<file path="src/hw/ubg_pkg.sv">
package ubg_pkg;
  // ****************************************
  // Register map (byte addresses, printed offsets are not all multiples of four)
  // ****************************************
  localparam logic [7:0] IDX_BAUD_RELOAD = 8'h9A;
  localparam logic [7:0] IDX_BAUD_CONTROL = 8'h9B;
  localparam logic [7:0] IDX_SERIAL_CONTROL = 8'h98;
  localparam logic [7:0] IDX_POWER_CONTROL = 8'h87;
  localparam logic [7:0] IDX_TIMER2_CONTROL = 8'hC8;
  localparam logic [7:0] IDX_IRQ_STATUS = 8'hE0;
  localparam logic [7:0] IDX_IRQ_MASK = 8'hE1;
  localparam logic [9:0] ADDR_BAUD_RELOAD = {IDX_BAUD_RELOAD, 2'b00};
  localparam logic [9:0] ADDR_BAUD_CONTROL = {IDX_BAUD_CONTROL, 2'b00};
  localparam logic [9:0] ADDR_SERIAL_CONTROL = {IDX_SERIAL_CONTROL, 2'b00};
  localparam logic [9:0] ADDR_POWER_CONTROL = {IDX_POWER_CONTROL, 2'b00};
  localparam logic [9:0] ADDR_TIMER2_CONTROL = {IDX_TIMER2_CONTROL, 2'b00};
  localparam logic [9:0] ADDR_IRQ_STATUS = {IDX_IRQ_STATUS, 2'b00};
  localparam logic [9:0] ADDR_IRQ_MASK = {IDX_IRQ_MASK, 2'b00};

  // ****************************************
  // Field positions
  // ****************************************
  localparam int BIT_BAUD_RUN = 4;
  localparam int BIT_TX_SEL = 3;
  localparam int BIT_RX_SEL = 2;
  localparam int BIT_FAST = 1;
  localparam int BIT_MODE0_SEL = 0;
  localparam int BIT_DOUBLER = 7;
  localparam int BIT_VIEW_SEL = 6;
  localparam int BIT_SCON7 = 7;
  localparam int BIT_T2_TX = 4;
  localparam int BIT_T2_RX = 5;
  localparam int BIT_IRQ_FRAME = 0;
  localparam int BIT_IRQ_OVF = 1;

  // ****************************************
  // Reset values and counts
  // ****************************************
  localparam logic [7:0] RST_BAUD_RELOAD = 8'h00;
  localparam logic [4:0] RST_BAUD_CONTROL = 5'h00;
  localparam logic [7:0] RST_BYTE = 8'h00;
  localparam logic [1:0] RST_IRQ = 2'h0;
  localparam logic [2:0] SLOW_DIV_LAST = 3'h5;
  localparam logic [7:0] COUNT_TOP = 8'hFF;

  typedef enum logic [1:0] {
    UBG_IDLE = 2'b00,
    UBG_DATA = 2'b01
  } ubg_phase_t;

  typedef struct packed {
    logic tx;
    logic rx;
    logic mode0;
  } ubg_ticks_t;

  typedef struct packed {
    logic baud_run;
    logic tx_sel;
    logic rx_sel;
    logic fast;
    logic mode0_sel;
  } ubg_ctrl_t;
endpackage

</file>
<file path="src/hw/ubg_top.sv">
// Summary of operation
// - An internal 8-bit baud counter clocks UART modes 1 and 3 without any timer.
// - The counter counts up and reloads from the reload register instead of wrapping.
// - On overflow the counter takes the current reload value in the same cycle.
// - The counter advances only while the run bit is set.
// - The fast bit picks the undivided clock, otherwise the clock divided by six.
// - The only prescaler is the slow-mode divide by six, and the doubler bit scales the output rate.
// - Rate is 2^doubler/32 * fsys/(256-reload), divided by six when slow.
// - Transmit and receive each select the internal counter or a timer overflow.
// - An internal-counter select overrides the timer 2 select for that direction.
// - The receiver flags a missing stop bit by setting the frame fault flag.
// - Serial control bit 7 shows the fault flag when view select is 1, else mode bit 0.
// - The fault flag stays set until software writes it to zero.
// - A framing error sets the flag whatever the view select bit.
// - With the internal select clear, timer 2 is used if selected, else timer 1.
//
// The AHB-Lite interface to the registers is this design's own decision.
module ubg_top (
  input wire logic hclk,
  input wire logic hresetn,
  input wire logic hsel,
  input wire logic [31:0] haddr,
  input wire logic [1:0] htrans,
  input wire logic hwrite,
  input wire logic [2:0] hsize,
  input wire logic [31:0] hwdata,
  input wire logic hready,
  output logic [31:0] hrdata,
  output logic hreadyout,
  output logic hresp,
  input wire logic timer1_ovf,
  input wire logic timer2_ovf,
  input wire logic mode0_default_tick,
  input wire logic rx_stop_sample,
  input wire logic rx_stop_bit,
  output ubg_pkg::ubg_ticks_t bit_tick,
  output logic [1:0] tx_rate_shift,
  output logic serial_mode_bit_zero,
  output logic irq
);
  // ****************************************
  // Bus slave
  // ****************************************
  logic ph_valid;
  logic ph_write;
  logic [9:0] ph_addr;
  logic [7:0] baud_reload_value;
  ubg_pkg::ubg_ctrl_t baud_control_reg;
  logic [7:0] serial_control_reg;
  logic [7:0] power_control_reg;
  logic [7:0] timer2_control_reg;
  logic frame_fault_flag;
  logic [1:0] irq_status;
  logic [1:0] irq_mask;
  logic [7:0] internal_baud_counter;
  logic [2:0] slow_div;
  logic inc_en;
  logic ovf;
  logic wr_en;
  logic rd_en;
  logic [7:0] wbyte;
  logic [1:0] irq_events;
  logic framing_error;
  logic [7:0] serial_control_reg_view;

  assign hreadyout = 1'b1;
  assign hresp = 1'b0;
  assign wr_en = ph_valid && ph_write;
  assign rd_en = ph_valid && !ph_write;
  assign wbyte = hwdata[7:0];

  always_ff @(posedge hclk or negedge hresetn) begin
    if (!hresetn) begin
      ph_valid <= 1'b0;
      ph_write <= 1'b0;
      ph_addr <= 10'h000;
    end else if (hready) begin
      ph_valid <= hsel && htrans[1] && (hsize == 3'h2);
      ph_write <= hwrite;
      ph_addr <= haddr[9:0];
    end
  end

  // ****************************************
  // Control registers
  // ****************************************
  always_ff @(posedge hclk or negedge hresetn) begin
    if (!hresetn) begin
      baud_reload_value <= ubg_pkg::RST_BAUD_RELOAD;
      baud_control_reg <= ubg_pkg::RST_BAUD_CONTROL;
      serial_control_reg <= ubg_pkg::RST_BYTE;
      power_control_reg <= ubg_pkg::RST_BYTE;
      timer2_control_reg <= ubg_pkg::RST_BYTE;
      irq_mask <= ubg_pkg::RST_IRQ;
    end else if (wr_en) begin
      unique case (ph_addr)
        ubg_pkg::ADDR_BAUD_RELOAD: baud_reload_value <= wbyte;
        ubg_pkg::ADDR_BAUD_CONTROL: baud_control_reg <= wbyte[4:0];
        ubg_pkg::ADDR_POWER_CONTROL: power_control_reg <= wbyte;
        ubg_pkg::ADDR_TIMER2_CONTROL: timer2_control_reg <= wbyte;
        ubg_pkg::ADDR_IRQ_MASK: irq_mask <= wbyte[1:0];
        ubg_pkg::ADDR_SERIAL_CONTROL: begin
          // Bit 7 write goes to mode bit only in mode view
          if (power_control_reg[ubg_pkg::BIT_VIEW_SEL]) begin
            serial_control_reg <= {serial_control_reg[7], wbyte[6:0]};
          end else begin
            serial_control_reg <= wbyte;
          end
        end
        default: ;
      endcase
    end
  end

  assign serial_mode_bit_zero = serial_control_reg[ubg_pkg::BIT_SCON7];

  // ****************************************
  // Baud counter
  // ****************************************
  // Divide-by-six prescale in slow mode
  always_ff @(posedge hclk or negedge hresetn) begin
    if (!hresetn) begin
      slow_div <= 3'h0;
    end else if (!baud_control_reg.baud_run || slow_div == ubg_pkg::SLOW_DIV_LAST) begin
      slow_div <= 3'h0;
    end else begin
      slow_div <= slow_div + 3'h1;
    end
  end

  assign inc_en = baud_control_reg.baud_run &&
                  (baud_control_reg.fast || slow_div == ubg_pkg::SLOW_DIV_LAST);
  assign ovf = inc_en && (internal_baud_counter == ubg_pkg::COUNT_TOP);

  always_ff @(posedge hclk or negedge hresetn) begin
    if (!hresetn) begin
      internal_baud_counter <= ubg_pkg::RST_BAUD_RELOAD;
    end else if (ovf) begin
      internal_baud_counter <= baud_reload_value;
    end else if (inc_en) begin
      internal_baud_counter <= internal_baud_counter + 8'h01;
    end
  end

  // ****************************************
  // Tick routing
  // ****************************************
  // Per-direction source select
  // Timer 2 if selected, else timer 1
  // Counter drives modes 1 and 3
  always_comb begin
    bit_tick.tx = baud_control_reg.tx_sel ? ovf :
                  (timer2_control_reg[ubg_pkg::BIT_T2_TX] ? timer2_ovf : timer1_ovf);
    bit_tick.rx = baud_control_reg.rx_sel ? ovf :
                  (timer2_control_reg[ubg_pkg::BIT_T2_RX] ? timer2_ovf : timer1_ovf);
    bit_tick.mode0 = baud_control_reg.mode0_sel ? ovf : mode0_default_tick;
  end

  // Doubler scales 32 down to 16
  // Bit period is 32 or 16 ticks
  assign tx_rate_shift = power_control_reg[ubg_pkg::BIT_DOUBLER] ? 2'h1 : 2'h0;

  // ****************************************
  // Framing check and interrupts
  // ****************************************
  // Missing stop bit
  assign framing_error = rx_stop_sample && !rx_stop_bit;

  always_ff @(posedge hclk or negedge hresetn) begin
    if (!hresetn) begin
      frame_fault_flag <= 1'b0;
    end else if (framing_error) begin
      frame_fault_flag <= 1'b1;
    end else if (wr_en && ph_addr == ubg_pkg::ADDR_SERIAL_CONTROL &&
                 power_control_reg[ubg_pkg::BIT_VIEW_SEL] && !wbyte[7]) begin
      frame_fault_flag <= 1'b0;
    end
  end

  assign irq_events = {ovf, framing_error};

  always_ff @(posedge hclk or negedge hresetn) begin
    if (!hresetn) begin
      irq_status <= ubg_pkg::RST_IRQ;
    end else if (rd_en && ph_addr == ubg_pkg::ADDR_IRQ_STATUS) begin
      irq_status <= irq_events;
    end else begin
      irq_status <= irq_status | irq_events;
    end
  end

  assign irq = |(irq_status & irq_mask);

  // ****************************************
  // Read data
  // ****************************************
  // Bit 7 view select
  assign serial_control_reg_view = {power_control_reg[ubg_pkg::BIT_VIEW_SEL] ? frame_fault_flag :
                      serial_control_reg[7], serial_control_reg[6:0]};

  always_comb begin
    hrdata = 32'h0000_0000;
    if (rd_en) begin
      unique case (ph_addr)
        ubg_pkg::ADDR_BAUD_RELOAD: hrdata[7:0] = baud_reload_value;
        ubg_pkg::ADDR_BAUD_CONTROL: hrdata[4:0] = baud_control_reg;
        ubg_pkg::ADDR_SERIAL_CONTROL: hrdata[7:0] = serial_control_reg_view;
        ubg_pkg::ADDR_POWER_CONTROL: hrdata[7:0] = power_control_reg;
        ubg_pkg::ADDR_TIMER2_CONTROL: hrdata[7:0] = timer2_control_reg;
        ubg_pkg::ADDR_IRQ_STATUS: hrdata[1:0] = irq_status;
        ubg_pkg::ADDR_IRQ_MASK: hrdata[1:0] = irq_mask;
        default: hrdata = 32'h0000_0000;
      endcase
    end
  end
endmodule

</file>
<file path="config.mk">
export PLATFORM = sky130hd
export DESIGN_NAME = ubg_top
export DESIGN_NICKNAME = d
export VERILOG_FILES = /design/src/hw/ubg_pkg.sv /design/src/hw/ubg_top.sv
export SDC_FILE = /design/constraint.sdc
export NUM_CORES = 1
export LEC_CHECK = 0
export ABC_AREA = 1
export BUFFER_PORTS_ARGS = -buffer_cell sky130_fd_sc_hd__clkbuf_2
export CORE_MARGIN = 5
export CORE_UTILIZATION = 30
export DETAILED_ROUTE_END_ITERATION = 12
export GPL_ROUTABILITY_DRIVEN = 0
export PLACE_DENSITY = 0.54
export SLEW_MARGIN = 25
export SYNTH_ARGS = -nofsm -noshare
export SYNTH_HDL_FRONTEND = slang
export SYNTH_SLANG_ARGS = --single-unit
</file>
<file path="constraint.sdc">
create_clock -name hclk -period 2 [get_ports hclk]
set_clock_uncertainty 0.15 [all_clocks]
set_input_delay 0.2 -clock hclk [delete_from_list [all_inputs] [get_ports hclk]]
set_output_delay 0.2 -clock hclk [all_outputs]
set_load 0.03 [all_outputs]
</file>
==> results.yml, run 1 <==
setup_path:
  r2r_slack_ns: 0.10
  slowest_delay_ns: 0.41
  cp_cell_sequence: "inv_2 -> nand2_1 -> nor2_4 -> inv_2 -> nor2_4 -> nand2_1 -> nand3_2 -> a21oi_2 -> nor2_2 -> clkbuf_8"
  rr_startpoint: "ph_addr[2]$_DFFE_PN0P_"
  critPathMaxFanout: 7
  cp.required_ns: 1.65
  cp-end-kind: "primary output"
  crit_arrival_ns: 1.88
  worst_path_max_delay_cell: "dfrtp_1"
  critPathLaunchType: "flop"
  startpoint: "ph_addr[2]$_DFFE_PN0P_"
  criticalPathCategory: "reg -> out"
yosys:
  synth_fa_ha_area_frac: 0.01031
  synth_top_area_frac: 0.4467
  yosysSeqAreaShare: 0.4467
  yosys_most_used_dff: "dfrtp_1"
  synthSimpleGateAreaFrac: 0.2742
  ys_ff_latch: 65
  synthXorXnorAreaFrac: 0.007216
  synthCells: 447
  synth_top_family_by_area: "simple AND/OR/NAND/NOR gates"
  synth-edff-count: 0
  synth_compound_area_frac: 0.1289
  syn_area_um2: 3641
  synthTopCellsByArea: "dfrtp_1, nand2_1, buf_4"
  synth.largest_area_cell: "dfrtp_1"
  synth_warnings: 0
  async_flop_share: 1.000
  synthDistinctLibCells: 38
  synthTopCellsByCount: "nand2_1, dfrtp_1, nor2_1"
  muxShareOfSynthArea: 0.009278
  postSynthAreaPerCell_um2: 8.145
  synth.most_common_cell: "nand2_1"
clock_network:
  cts_sinks: 65
  clock-root-buffer: "clkbuf_16"
  cts_max_path_buffers: 2
  numCtsBuffers: 9
  clock_latency_ns: 0.33
  cts_tree: "done"
  path_clk_slew_ns: 0.05
  htreeDepth: 3
timing:
  max_freq_ghz: 0.4492
  setup_violations: 8
  min_period_ns: 2.226
  final.period_utilization: 1.113
  rsz0062_at_grt: "yes"
  tightest_slew_ns: 0.5635
  fin_ws_ns: -0.2261
  max_slew_margin: 0.6190
  report.final.slew_viol_count: 0
  hold_viol: 0
pwr:
  peakVddDrop_v: 0.0004005
  leakagePower_nw: 2.494
  p_per_area_nw_per_um2: 775.6
global_routing:
  grt_max_degree: 66
  overflow: 0
  grt_pass1_vias: 3164
  grt_pass1_wl_um: 15440
  grt_use_total: 0.1357
  antenna_found_initial: 0
drt:
  ant_nets: 0
  wl_per_cell_um: 13.18
  routed_wl_um: 9239
  dr.pass1.iters: 4
  drtIter0Drc: 147
  viasPerCell: 4.585
  drc_errors: 0
  via_count: 3214
run_status:
  status: "finished, violations left"
  violations: "negative setup slack"
finish:
  fillers: 1174
  final_nets: 631
  top_register: "ph_addr"
  antenna_cells: 0
  finalCoreUtilization: 0.4157
  largest_register_ff_count: 10
  syn2layout_area_growth_pct: 36.56
  drive_above_1_share: 0.3466
floorplan:
  die_h_um: 120.2
  dieWidth_um: 120.2
  io_pins: 120
  die-area_um2: 14440
  rows: 40
  initial_utilization: 0.3044
  coreArea_um2: 11960
hold_path:
  holdCritPathClass: "in -> reg"
  hp-start: "hsize[0]"
placed_design:
  place_ws_ns: -0.08159
  port_buffers: 45
  dp_hpwl_um: 6720
run:
  cap_violations: 0
## cells by family (layout without fill, tap and decap cells)
family,Yosys count,in the layout
other,2,27
DFF,65,65
xor gates and xnor gates,3,3
adders and majority gates,3,3
and+or+nand+nor,211,211
buffers and inverters,81,163
AOI/OAI and AO/OA,79,79
muxes,3,3
## path summary, 6_finish.rpt
kind	end	depth (start not counted)
setup / recovery	hrdata[5]	10
hold / removal	ph_valid$_DFFE_PN0P_	4
setup reg to reg	frame_fault_flag$_DFFE_PN0P_	10
hold reg to reg	slow_div[0]$_DFF_PN0_	1
max in group asynchronous	ph_addr[6]$_DFFE_PN0P_	3
min in group asynchronous	ph_addr[4]$_DFFE_PN0P_	3
## through the flow
step / TNS (ns) / total power [W] / cells / hold slack [ns] / cell area, um^2
floorplan: 0 / 0.002042 / 472 / -0.2456 / 3735
global placement: -0.3840 / 0.002186 / 654 / 0.1022 / 4120
global route: -2.713 / 0.004073 / 701 / 0.05033 / 4972
finish: -1.594 / 0.003857 / 701 / 0.02386 / 4972
detailed placement: -0.4865 / 0.002216 / 654 / 0.1004 / 4120
CTS: -2.116 / 0.003858 / 698 / 0.02581 / 4820
## metal layers
layer,vias to the layer above,part of all wire,global-route usage
met5,-,0,0
met2,67,0.51,0.2332
met1,1525,0.43,0.1612
li1,1608,-,-
met3,14,0.031,0.01932
met4,0,0.025,0.07802
## cell usage in the layout (no fill, tap or decap), drive strengths merged, types with 3 or more instances in the layout
master       synthesis  routed
mux2                 3       3
nand3               28      28
nand4               10      10
o21ai               56      56
inv                 44      44
dlygate4sd3          0      18
buf                 34      47
nor3                 6       6
conb                 2      27
ha                   3       3
nand2              116     116
nor2                48      48
dfrtp               65      65
clkbuf               3      52
a21oi               16      16
## power by group
group          leakage (nW)  internal [W]  total [W]  switching [W]
registers             0.649       0.00144    0.00156       0.000115
logic                  1.70      0.000328   0.000784       0.000456
clock network         0.149      0.000970    0.00152       0.000549
total                  2.49       0.00274    0.00386        0.00112
## worst max-delay path: cells and delay by family (launching register included)
kind                   cells  cell delay, ns
buffers and inverters      3            0.32
AOI/OAI and AO/OA          1            0.04
and+or+nand+nor            6            0.78
DFF                        1            0.41
## area by class of cell
class	count	area (um^2)	share of cell area
Sequential cell	65	1628	0.3274
Multi-Input combinational cell	326	1857	0.3734
Timing Repair Buffer	103	842.1	0.1694
Clock inverter	2	10.01	0.002013
Inverter	44	167.7	0.03372
Clock buffer	14	284.0	0.05712
Tap cell	147	183.9	0.03699
## timing repair
action,in CTS,in global routing
setup endpoints to repair,11,11
endpoints found under the hold margin,82,0
gates resized for setup,44,43
setup buffers,10,3
hold buffers,18,0
pin swaps,8,19
Note: power is estimated with default switching activity, not from simulation.
==> run 2, diff against run 1 <==
--- a/config.mk
+++ b/config.mk
@@ -8,4 +8,5 @@
 export ABC_AREA = 1
 export BUFFER_PORTS_ARGS = -buffer_cell sky130_fd_sc_hd__clkbuf_2
+export CORE_ASPECT_RATIO = 1.4
 export CORE_MARGIN = 5
 export CORE_UTILIZATION = 30
==> constraint.sdc (replaced) <==
create_clock -name hclk -period 2 [get_ports hclk]
set_clock_uncertainty 0.15 [all_clocks]
set_input_delay 0.3 -clock hclk [delete_from_list [all_inputs] [get_ports hclk]]
set_output_delay 0.3 -clock hclk [all_outputs]
set_load 0.03 [all_outputs]
==> run 2 against run 1 <==
  * The run still ends with negative setup slack left
  * Non-clock buffer count rose by 3
  * Total power fell by 0.19%
  * First-iteration DRC count up 3.4%
  * Die area is 0.22% higher
  * Clock power about the same
  * Setup slack worse by 0.17 ns
  * Sequential power is essentially flat
  * Combinational power decreased by 2.8%
  * Routed wire length shrank 0.88%
  * Final cell count increased by 0.43%
  * Via count down 0.87%
  * Cell area fell by 0.78%
  * Largest power group unchanged
==> results.yml, run 2 (synthesis gave the netlist of run 1 again) <==
finish:
  final_common_cell: "nand2_1"
  largest_register_ff_count: 10
  drive_above_1_share: 0.3627
  final_cell_mix: "nand2_1, dfrtp_1, buf_4"
  top_register: "ph_addr"
  syn2layout_area_growth_pct: 35.50
  antenna_cells: 0
  final_nets: 634
  final_area_um2: 4933
clock_network:
  clock-root-buffer: "clkbuf_16"
  cts_sinks: 65
  clock_latency_ns: 0.33
  numCtsBuffers: 9
  path_clk_slew_ns: 0.05
  htreeDepth: 3
  cts_tree: "done"
  cts_max_path_buffers: 2
timing:
  fin_ws_ns: -0.3949
  max_freq_ghz: 0.4176
  fin_tns_setup_ns: -3.214
  setup_violations: 11
  rsz0062_at_grt: "yes"
  hold_viol: 0
  report.final.slew_viol_count: 0
  final.period_utilization: 1.197
  min_period_ns: 2.395
pwr:
  peakVddDrop_v: 0.0005026
  pwr-share-clk: 0.399
  combPwrFrac: 0.198
  seq_power_share: 0.403
  p_sw_w: 0.001099
  p_total_w: 0.003849
  leakagePower_nw: 2.514
  p_per_area_nw_per_um2: 780.2
  p_int_w: 0.002750
  power_switching_share: 0.2856
global_routing:
  grt_use_total: 0.1328
  grt_pass1_vias: 3178
  overflow: 0
  grt_max_degree: 66
  antenna_found_initial: 0
  grt_pass1_wl_um: 15040
floorplan:
  initial_utilization: 0.3065
  dieWidth_um: 103.1
  io_pins: 120
  die_h_um: 140.4
  die-area_um2: 14470
  coreArea_um2: 11880
  rows: 47
placed_design:
  dp_hpwl_um: 7107
  port_buffers: 45
  dpl_cell_area_um2: 4289
  place_ws_ns: -0.2423
drt:
  routed_wl_um: 9158
  drtIter0Drc: 152
  ant_nets: 0
  viasPerCell: 4.526
  dr.pass1.iters: 4
  drc_errors: 0
  via_count: 3186
  wl_per_cell_um: 13.01
setup_path:
  r2r_slack_ns: 0.10
  rr_startpoint: "ph_addr[2]$_DFFE_PN0P_"
  cp_common_cell: "buf_4"
  cp.required_ns: 1.55
  crit_family: "simple AND/OR/NAND/NOR gates"
  worst_path_max_delay_cell: "dfrtp_1"
  slowest_delay_ns: 0.43
  criticalPathCategory: "reg -> out"
  r2r_cells: 9
  critPathBufInv: 3
  crit_arrival_ns: 1.94
  cp_cell_sequence: "buf_4 -> nor2_1 -> nand3_4 -> buf_4 -> nor2_8 -> nand2_1 -> a21oi_2 -> clkbuf_8"
  critPathMaxFanout: 7
  critPathLaunchType: "flop"
  cp-end-kind: "primary output"
  r2r-end: "baud_reload_value[1]$_DFFE_PN0P_"
run:
  cap_violations: 0
run_status:
  status: "finished, violations left"
  violations: "negative setup slack"
hold_path:
  whs_path_depth: 3
  hp-start: "haddr[2]"
  holdCritPathClass: "in -> reg"
  min_to: "ph_addr[2]$_DFFE_PN0P_"
## run 2: cell types whose count changed in the layout (fill, tap and decap cells not counted), sizes merged
| cell | before | now |
|---|---|---|
| buf | 47 | 63 |
| bufinv | 0 | 1 |
| clkbuf | 52 | 55 |
| dlygate4sd3 | 18 | 1 |
## run 2: per-stage QoR
step | hold WS, ns | utilization | cells
2_1_floorplan | -0.1456 | - | 472
3_3_place_gp | 0.1960 | 0.3611 | 675
3_5_place_dp | 0.1972 | 0.3611 | 675
4_1_cts | 0.02505 | 0.4070 | 699
5_1_grt | 0.03446 | 0.4153 | 704
6_report | 0.03251 | 0.4153 | 704
## run 2: worst max path at each step
stage | startpoint | endpoint | cells after the start
after floorplan | internal_baud_counter[0]$_DFFE_PN0P_ | bit_tick[0] | 6
after global placement | ph_addr[1]$_DFFE_PN0P_ | hrdata[0] | 11
after detailed placement | ph_addr[0]$_DFFE_PN0P_ | hrdata[1] | 11
after CTS | ph_addr[0]$_DFFE_PN0P_ | hrdata[3] | 12
after global routing | ph_addr[2]$_DFFE_PN0P_ | hrdata[3] | 8
final | ph_addr[2]$_DFFE_PN0P_ | hrdata[2] | 8
## run 2: cell type report
type                       instances  area, um^2
clock buffer                      13       250.2
tap                              147       183.9
sequential                        65        1628
fill                            1232        6945
clock inverter                     3       40.04
multi-input combinational        326        1822
timing repair buffer             106       842.1
inverter                          44       167.7
## run 2: metal layers
metal / global-route usage / routed length, um / vias to the layer above
met5: 0 / 0 / -
met4: 0.06753 / 303 / 0
met3: 0.02438 / 355 / 21
met2: 0.2320 / 4915 / 75
met1: 0.1506 / 3584 / 1478
li1: - / - / 1612
## run 2: power by group through the flow
stage	clock network, W	logic (W)	registers [W]
floorplan	0	0.000498	0.00155
global placement	0	0.000653	0.00156
detailed placement	0	0.000674	0.00156
CTS	0.00157	0.000716	0.00154
global route	0.00162	0.000866	0.00157
finish	0.00154	0.000762	0.00155
## run 2: what timing repair did
item	CTS	global route
resized for setup	54	18
hold buffers	1	0
endpoints found under the setup margin	11	11
setup buffers	8	5
hold endpoints to repair	65	0
pin swaps	22	13
## run 2: worst min-delay path, cell delays in order
cell	delay, ns
clkbuf_2	0.08
nand2_1	0.04
o21ai_0	0.06
